==> config.mk <==
export PLATFORM = sky130hd
export DESIGN_NAME = ppsm_top
export DESIGN_NICKNAME = d
export VERILOG_FILES = /design/src/design/ppsm_pkg.sv /design/src/design/ppsm_sel.sv /design/src/design/ppsm_top.sv
export SDC_FILE = /design/constraint.sdc
export NUM_CORES = 2
export LEC_CHECK = 0
export BUFFER_PORTS_ARGS = -buffer_cell sky130_fd_sc_hd__buf_2
export CAP_MARGIN = 25
export CORE_ASPECT_RATIO = 1.1
export CORE_MARGIN = 4
export CORE_UTILIZATION = 30
export CTS_BUF_LIST = sky130_fd_sc_hd__clkbuf_8
export CTS_CLUSTER_SIZE = 14
export DETAILED_ROUTE_END_ITERATION = 7
export HOLD_SLACK_MARGIN = 0.15
export SYNTH_ARGS = -nofsm -noshare
export SYNTH_HDL_FRONTEND = slang
export SYNTH_SLANG_ARGS = --single-unit
==> constraint.sdc <==
create_clock -name CLK -period 2.8 [get_ports CLK]
set_input_delay 0.56 -clock CLK [delete_from_list [all_inputs] [get_ports CLK]]
set_output_delay 0.56 -clock CLK [all_outputs]
set_load 0.005 [all_outputs]
==> src/design/ppsm_pkg.sv <==
package ppsm_pkg;

  // ---------------------------------------------------------------
  // sizes
  // ---------------------------------------------------------------
  localparam int NUM_PINS     = 40;
  localparam int NUM_INPUTS   = 41;
  localparam int NUM_SOURCES  = 64;
  localparam int CODE_W       = 6;
  localparam int ADDR_W       = 8;
  localparam int DATA_W       = 8;

  // ---------------------------------------------------------------
  // register map
  // ---------------------------------------------------------------
  localparam logic [7:0] LOCK_ADDR     = 8'h00;
  localparam logic [7:0] OUT_SEL_BASE  = 8'h40;
  localparam logic [7:0] IN_SEL_BASE   = 8'h80;

  // ---------------------------------------------------------------
  // field layout and reset values
  // ---------------------------------------------------------------
  localparam int         SEL_MSB       = 5;
  localparam int         LOCK_BIT      = 0;
  localparam int         PORT_LSB      = 3;
  localparam logic [5:0] OUT_SEL_RESET = 6'h00;
  localparam logic       LOCK_RESET    = 1'b0;
  localparam logic [7:0] KEY_FIRST     = 8'h55;
  localparam logic [7:0] KEY_SECOND    = 8'hAA;

  // ---------------------------------------------------------------
  // unlock sequence states
  // ---------------------------------------------------------------
  typedef enum logic [1:0] {
    KEY_IDLE  = 2'b00,
    KEY_HALF  = 2'b01,
    KEY_OPEN  = 2'b10
  } ppsm_key_t;

  // ---------------------------------------------------------------
  // peripheral input defaults, index order
  // ---------------------------------------------------------------
  localparam logic [5:0] IN_SEL_RESET [NUM_INPUTS] = '{
    6'h08, 6'h04, 6'h10, 6'h0D, 6'h10, 6'h10, 6'h12, 6'h0C, 6'h13, 6'h15,
    6'h0F, 6'h14, 6'h12, 6'h11, 6'h0D, 6'h08, 6'h08, 6'h09, 6'h0A, 6'h0B,
    6'h03, 6'h04, 6'h05, 6'h13, 6'h14, 6'h15, 6'h0B, 6'h0C, 6'h0D, 6'h08,
    6'h09, 6'h0A, 6'h04, 6'h05, 6'h11, 6'h12, 6'h14, 6'h15, 6'h14, 6'h15,
    6'h0C
  };

  localparam int IN_CHANGE_INT = 0;
  localparam int IN_T0_CLOCK   = 1;
  localparam int IN_T1_CLOCK   = 2;
  localparam int IN_CAPTURE1   = 12;

endpackage

==> src/design/ppsm_sel.sv <==
`timescale 1ns/1ps
module ppsm_sel
  import ppsm_pkg::*;
#(
  parameter int WIDTH = 64
) (
  input  wire logic [WIDTH-1:0]  src,
  input  wire logic [CODE_W-1:0] code,
  output logic                   hit
);

  // ---------------------------------------------------------------
  // code picks one source, out of range gives zero
  // ---------------------------------------------------------------
  always_comb begin
    if (int'(code) < WIDTH) begin
      hit = src[code];
    end else begin
      hit = 1'b0;
    end
  end

endmodule

==> src/design/ppsm_top.sv <==
`timescale 1ns/1ps
// Overview of operation
// - pin output selector holds 6-bit code in bits 5:0; bits 7:6 read zero.
// - each pin is driven by the peripheral output named by its code.
// - pin output codes clear on power-on/brown-out, keep value on other resets.
// - lock register has only bit 0, cleared on every reset; rest reads zero.
// - while locked, writes to all selection registers are ignored.
// - while unlocked, selection writes are accepted and take effect on routing.
// - after power-on each peripheral input selector loads its default code.
// - input code names port and pin together, e.g. 0x13 is port C pin 3.
// - with one-time config, lock may be cleared and set once per reset.
// - power-on restores all selections; other resets leave them unchanged.
// - input code bits 5:3 choose port A..E, bits 2:0 the pin.
module ppsm_top
  import ppsm_pkg::*;
#(
  parameter int PINS    = NUM_PINS,
  parameter int INPUTS  = NUM_INPUTS,
  parameter int SOURCES = NUM_SOURCES
) (
  input  wire logic               CLK,
  input  wire logic               SYS_RST,
  input  wire logic               POR_RST,
  input  wire logic               ONE_TIME_LOCK_CFG,
  input  wire logic [ADDR_W-1:0]  ADDR,
  input  wire logic [DATA_W-1:0]  WDATA,
  input  wire logic               WR,
  input  wire logic               RD,
  output logic      [DATA_W-1:0]  RDATA,
  input  wire logic [SOURCES-1:0] PERIPH_OUT,
  input  wire logic [PINS-1:0]    PIN_IN,
  output logic      [PINS-1:0]    PIN_OUT,
  output logic      [INPUTS-1:0]  PERIPH_IN,
  output logic                    SELECTION_LOCKED_FLAG
);

  // ---------------------------------------------------------------
  // state
  // ---------------------------------------------------------------
  logic [CODE_W-1:0] out_sel      [PINS];
  logic [CODE_W-1:0] in_sel       [INPUTS];
  logic [CODE_W-1:0] next_out_sel [PINS];
  logic [CODE_W-1:0] next_in_sel  [INPUTS];
  logic              locked;
  logic              next_locked;
  logic              reopened;
  logic              next_reopened;
  ppsm_key_t         key_state;
  ppsm_key_t         next_key_state;
  logic [DATA_W-1:0] next_rdata;
  logic [PINS-1:0]   pin_mux;
  logic [INPUTS-1:0] in_mux;
  logic              lock_wr;
  logic              frozen;

  assign lock_wr = WR && (ADDR == LOCK_ADDR);
  assign frozen  = ONE_TIME_LOCK_CFG && reopened && locked;

  // ---------------------------------------------------------------
  // lock flag and unlock sequence
  // ---------------------------------------------------------------
  always_comb begin
    next_locked    = locked;
    next_reopened  = reopened;
    next_key_state = key_state;
    if (lock_wr) begin
      case (key_state)
        KEY_OPEN: begin
          if (!(frozen && !WDATA[LOCK_BIT])) begin
            next_locked = WDATA[LOCK_BIT];
          end
          if (ONE_TIME_LOCK_CFG && locked && !WDATA[LOCK_BIT]) begin
            next_reopened = 1'b1;
          end
          next_key_state = (WDATA == KEY_FIRST) ? KEY_HALF : KEY_IDLE;
        end
        KEY_HALF: begin
          if (WDATA == KEY_SECOND) begin
            next_key_state = KEY_OPEN;
          end else if (WDATA == KEY_FIRST) begin
            next_key_state = KEY_HALF;
          end else begin
            next_key_state = KEY_IDLE;
          end
        end
        KEY_IDLE: begin
          next_key_state = (WDATA == KEY_FIRST) ? KEY_HALF : KEY_IDLE;
        end
        default: begin
          next_key_state = KEY_IDLE;
        end
      endcase
    end
  end

  always_ff @(posedge CLK) begin
    if (POR_RST || SYS_RST) begin
      locked    <= LOCK_RESET;
      reopened  <= 1'b0;
      key_state <= KEY_IDLE;
    end else begin
      locked    <= next_locked;
      reopened  <= next_reopened;
      key_state <= next_key_state;
    end
  end

  // ---------------------------------------------------------------
  // selection registers
  // ---------------------------------------------------------------
  always_comb begin
    for (int i = 0; i < PINS; i++) begin
      next_out_sel[i] = out_sel[i];
      if (WR && !locked && (ADDR == OUT_SEL_BASE + ADDR_W'(i))) begin
        next_out_sel[i] = WDATA[SEL_MSB:0];
      end
    end
    for (int j = 0; j < INPUTS; j++) begin
      next_in_sel[j] = in_sel[j];
      if (WR && !locked && (ADDR == IN_SEL_BASE + ADDR_W'(j))) begin
        next_in_sel[j] = WDATA[SEL_MSB:0];
      end
    end
  end

  always_ff @(posedge CLK) begin
    if (POR_RST) begin
      for (int i = 0; i < PINS; i++) begin
        out_sel[i] <= OUT_SEL_RESET;
      end
      for (int j = 0; j < INPUTS; j++) begin
        in_sel[j] <= IN_SEL_RESET[j];
      end
    end else begin
      out_sel <= next_out_sel;
      in_sel  <= next_in_sel;
    end
  end

  // ---------------------------------------------------------------
  // routing crossbar
  // ---------------------------------------------------------------
  generate
    for (genvar g = 0; g < PINS; g++) begin : g_pin
      ppsm_sel #(.WIDTH(SOURCES)) u_out (
        .src  (PERIPH_OUT),
        .code (out_sel[g]),
        .hit  (pin_mux[g])
      );
    end
    for (genvar h = 0; h < INPUTS; h++) begin : g_in
      // code is port*8+pin, so it indexes the pin vector directly
      ppsm_sel #(.WIDTH(PINS)) u_in (
        .src  (PIN_IN),
        .code (in_sel[h]),
        .hit  (in_mux[h])
      );
    end
  endgenerate

  // ---------------------------------------------------------------
  // read path
  // ---------------------------------------------------------------
  always_comb begin
    next_rdata = '0;
    if (RD) begin
      if (ADDR == LOCK_ADDR) begin
        next_rdata[LOCK_BIT] = locked;
      end
      for (int i = 0; i < PINS; i++) begin
        if (ADDR == OUT_SEL_BASE + ADDR_W'(i)) begin
          next_rdata = {2'b00, out_sel[i]};
        end
      end
      for (int j = 0; j < INPUTS; j++) begin
        if (ADDR == IN_SEL_BASE + ADDR_W'(j)) begin
          next_rdata = {2'b00, in_sel[j]};
        end
      end
    end
  end

  // ---------------------------------------------------------------
  // output registers
  // ---------------------------------------------------------------
  always_ff @(posedge CLK) begin
    if (POR_RST || SYS_RST) begin
      RDATA                 <= '0;
      PIN_OUT               <= '0;
      PERIPH_IN             <= '0;
      SELECTION_LOCKED_FLAG <= LOCK_RESET;
    end else begin
      RDATA                 <= next_rdata;
      PIN_OUT               <= pin_mux;
      PERIPH_IN             <= in_mux;
      SELECTION_LOCKED_FLAG <= locked;
    end
  end

endmodule

==> impl_metrics.sql <==
INSERT INTO impl_metrics (metric_group, metric, value, unit) VALUES
('place', 'place_ws', '-0.505', 'ns'),
('global_route', 'global_route_wire_length_before_repair', '458000', 'µm'),
('logic_synthesis', 'netlist_area_before_placement', '60400', 'µm²'),
('timing', 'worst_clk_skew', '0.105', 'ns'),
('global_route', 'grtUsageTotal', '30.3', '%'),
('place', 'placement.io_buffers', '213', ''),
('layout', 'syn2layout_area_growth', '21.5', '%'),
('floorplanning', 'rows', '172', ''),
('worst_setup_path', 'path_buf_inv', '5', ''),
('detailed_routing', 'firstDrtPassIters', '8', ''),
('logic_synthesis', 'netlist_instances', '5688', ''),
('detailed_routing', 'detailedRoute.firstIterationViolations', '11700', ''),
('worst_setup_path', 'crit_path_frequent_cell', 'sky130_fd_sc_hd__buf_4', ''),
('logic_synthesis', 'synth_seq_cells', '578', ''),
('logic_synthesis', 'ys_top_cells_by_count', 'sky130_fd_sc_hd__mux4_2, sky130_fd_sc_hd__nand2_1, sky130_fd_sc_hd__clkbuf_1, sky130_fd_sc_hd__dfxtp_1, sky130_fd_sc_hd__a21oi_1', ''),
('logic_synthesis', 'ys_dominant_reg_cell', 'sky130_fd_sc_hd__dfxtp_1', ''),
('global_route', 'antenna_found_initial', '29', ''),
('clocking', 'tritoncts', 'done', ''),
('logic_synthesis', 'fraction_of_the_yosys_area_taken_by_sequential_cells', '19.2', '%'),
('worst_setup_path', 'required_time_at_the_worst_slack_endpoint', '3.61', 'ns'),
('logic_synthesis', 'yosys_warnings', '0', ''),
('logic_synthesis', 'synthTopCellsByArea', 'sky130_fd_sc_hd__mux4_2, sky130_fd_sc_hd__dfxtp_1, sky130_fd_sc_hd__nand2_1, sky130_fd_sc_hd__a21oi_1, sky130_fd_sc_hd__clkbuf_1', ''),
('worst_setup_path', 'worst_setup_path_end_kind', 'flip-flop', ''),
('logic_synthesis', 'netlist-cell-type-count', '90', ''),
('detailed_routing', 'totalWireLength', '328000', 'µm'),
('global_route', 'grtUsageMet1', '37.6', '%'),
('clocking', 'max-clock-path-buffers', '3', ''),
('logic_synthesis', 'syn-mean-instance-area', '10.6', 'µm²'),
('timing', 'totalNegativeSetupSlack', '0', 'ns'),
('detailed_routing', 'vias', '61300', ''),
('timing', 'post-route-worst-setup-slack', '0.0396', 'ns'),
('timing', 'clock.fmax', '362', 'MHz'),
('status', 'failed_checks', 'DRC', ''),
('place', 'dpl.hpwl', '225000', 'µm'),
('worst_hold_path', 'worst_hold_path_type', 'in2reg', ''),
('logic_synthesis', 'synthMostInstantiatedCell', 'sky130_fd_sc_hd__mux4_2', ''),
('detailed_routing', 'detail_route.drc_violations', '8', ''),
('worst_setup_path', 'worstSetupStartpointType', 'input pin', ''),
('clocking', 'cts.sink_count', '578', ''),
('global_route', 'groute.layer.met3.usage', '12.2', '%'),
('place', 'gp_congestion', '1.02', ''),
('clocking', 'post_cts_clock_slew_at_the_launch_and_capture_registers_of_the_worst_setup_and_hold_paths', '0.06', 'ns'),
('timing', 'fin_hold_ws', '0.197', 'ns'),
('detailed_routing', 'routed_wire_length_per_instance', '37.6', 'µm'),
('global_route', 'met2_resource_use_gr', '45.6', '%'),
('status', 'status', 'complete, but fails checks', ''),
('worst_setup_path', 'worst-r2r-setup-slack', '0.07', 'ns'),
('worst_setup_path', 'critical-path-max-stage-delay', '0.59', 'ns'),
('logic_synthesis', 'number_of_synthesized_flops_with_an_enable_pin', '0', ''),
('timing', 'finalSetupViolCount', '0', ''),
('clocking', 'clock-root-buffer', 'sky130_fd_sc_hd__clkbuf_8', ''),
('timing', 'final_hold_viol_count', '0', ''),
('logic_synthesis', 'postSynth.asyncResetShare', '0', '%'),
('clocking', 'cts_htree_levels', '3', ''),
('floorplanning', 'dieArea', '208000', 'µm²'),
('power', 'power.leakage', '24.0', 'nW'),
('place', 'dpl.cell_count', '8482', ''),
('worst_setup_path', 'slowest_stage', 'sky130_fd_sc_hd__or4_4', ''),
('global_route', 'grt_pass1_vias', '59100', ''),
('global_route', 'largest_net_degree_at_the_start_of_global_routing', '194', ''),
('logic_synthesis', 'synth_top_area_share', '49.8', '%'),
('flow_run', 'number_of_violations_of_the_max_capacitance_limit', '0', ''),
('power', 'ir_drop', '0.000389', 'V'),
('detailed_routing', 'detail-route-antenna-nets', '0', ''),
('detailed_routing', 'avgViaCountPerCell', '7.03', ''),
('global_route', 'grt_busiest_layer', 'met2', ''),
('worst_setup_path', 'critical_path.top_delay_family', 'buffers and inverters', ''),
('floorplanning', 'start_util', '30.2', '%'),
('worst_setup_path', 'criticalPathCategory', 'in2reg', ''),
('clocking', 'clk-insertion-delay-late', '0.98', 'ns'),
('timing', 'period_utilization_post_route', '98.6', '%');
==> registers in the layout (all words and copies together), names as in the netlist <==
register	flops
PERIPH_IN	41
in_sel	246
SELECTION_LOCKED_FLAG	1
out_sel	240
PIN_OUT	40
reopened	1
key_state	2
locked	1
RDATA	6
==> cells in the final DEF (no fill, tap or decap), types with 9 or more instances in the layout <==
master	instances
sky130_fd_sc_hd__mux4_2	1334
sky130_fd_sc_hd__nand2_1	932
sky130_fd_sc_hd__buf_4	756
sky130_fd_sc_hd__dfxtp_1	575
sky130_fd_sc_hd__a21oi_1	563
sky130_fd_sc_hd__nand3_1	241
sky130_fd_sc_hd__nor2_1	236
sky130_fd_sc_hd__buf_12	221
sky130_fd_sc_hd__buf_2	203
sky130_fd_sc_hd__clkbuf_8	139
sky130_fd_sc_hd__mux2i_1	130
sky130_fd_sc_hd__o21ai_0	127
sky130_fd_sc_hd__nor3_1	60
sky130_fd_sc_hd__o22ai_1	47
sky130_fd_sc_hd__and2_1	43
sky130_fd_sc_hd__inv_1	33
sky130_fd_sc_hd__o211ai_1	29
sky130_fd_sc_hd__a22oi_1	29
sky130_fd_sc_hd__clkinv_2	22
sky130_fd_sc_hd__a221oi_1	20
sky130_fd_sc_hd__mux2_2	18
sky130_fd_sc_hd__o221ai_1	18
sky130_fd_sc_hd__a31oi_1	18
sky130_fd_sc_hd__diode_2	15
sky130_fd_sc_hd__nor2_2	15
sky130_fd_sc_hd__a211oi_1	15
sky130_fd_sc_hd__o2111ai_1	13
sky130_fd_sc_hd__dlygate4sd3_1	13
sky130_fd_sc_hd__nor2b_1	11
sky130_fd_sc_hd__clkinvlp_4	10
sky130_fd_sc_hd__nand2b_1	9
sky130_fd_sc_hd__nand4_1	9
sky130_fd_sc_hd__a222oi_1	9
sky130_fd_sc_hd__o31ai_1	9
sky130_fd_sc_hd__bufinv_16	9
==> worst register-to-register path: cells and delay by family, from the launching register on <==
family | cells | cell delay (ns)
multiplexers | 3 | 1.49
flip-flops | 1 | 0.44
buffers and inverters | 2 | 0.40
AND/OR/NAND/NOR | 1 | 0.20
==> cells by family (layout without fill, tap and decap cells) <==
logic type / after synthesis / after routing / share of synthesized area [%]
buf+inv: 1007 / 1417 / 7.22
compound gates: 984 / 984 / 9.55
simple gates: 1636 / 1636 / 11.8
other cells: 1 / 17 / 0.00621
flops: 578 / 578 / 19.2
mux: 1482 / 1482 / 52.3
==> what timing repair did <==
action | in CTS | in global routing
gates resized for setup | 1 | 4
setup buffers | 0 | 3
pin swaps | 0 | 1
endpoints found under the hold margin | 49 | 0
setup endpoints to repair | 1 | 4
hold buffers | 13 | 0
==> per-layer routing <==
layer  wire length (µm)  vias up
li1                   -    22900
met1             111000    30500
met2             141000     6369
met3              52900     1479
met4              22200       22
met5                310        -
==> stage by stage <==
step                      total power (W)  instance area (µm²)  utilization, %
final                              0.0242                73300            36.7
after global routing               0.0247                73300            36.7
after CTS                          0.0241                73200            36.6
after detailed placement           0.0141                70600            35.3
after global placement             0.0141                70600            35.3
after floorplan                    0.0114                60400               -
==> layout make-up <==
type	instances	area [µm²]
well taps	2610	3270
flip-flops and latches	578	11600
fillers	19500	127000
inverters	11	41.3
clock buffers	139	1910
diodes	15	37.5
multi-input cells	4104	44600
repair buffers	1195	11300
clock inverters	72	644
==> power by group <==
part           internal [W]  total [W]  switching (W)  leakage (nW)
combinational       0.00257    0.00593        0.00336          18.0
sequential          0.00828    0.00833      0.0000454          4.67
clock               0.00538    0.00998        0.00460          1.39
total                0.0162     0.0242        0.00800          24.0
==> worst paths after layout <==
check / endpoint / cells past startpoint / startpoint
setup / recovery: locked / 11 / ADDR[1]
hold / removal: reopened / 4 / SYS_RST
setup reg to reg: PIN_OUT[13] / 6 / out_sel[156]
hold reg to reg: out_sel[79] / 2 / out_sel[79]
No activity file was read; power rests on OpenSTA's default activity.
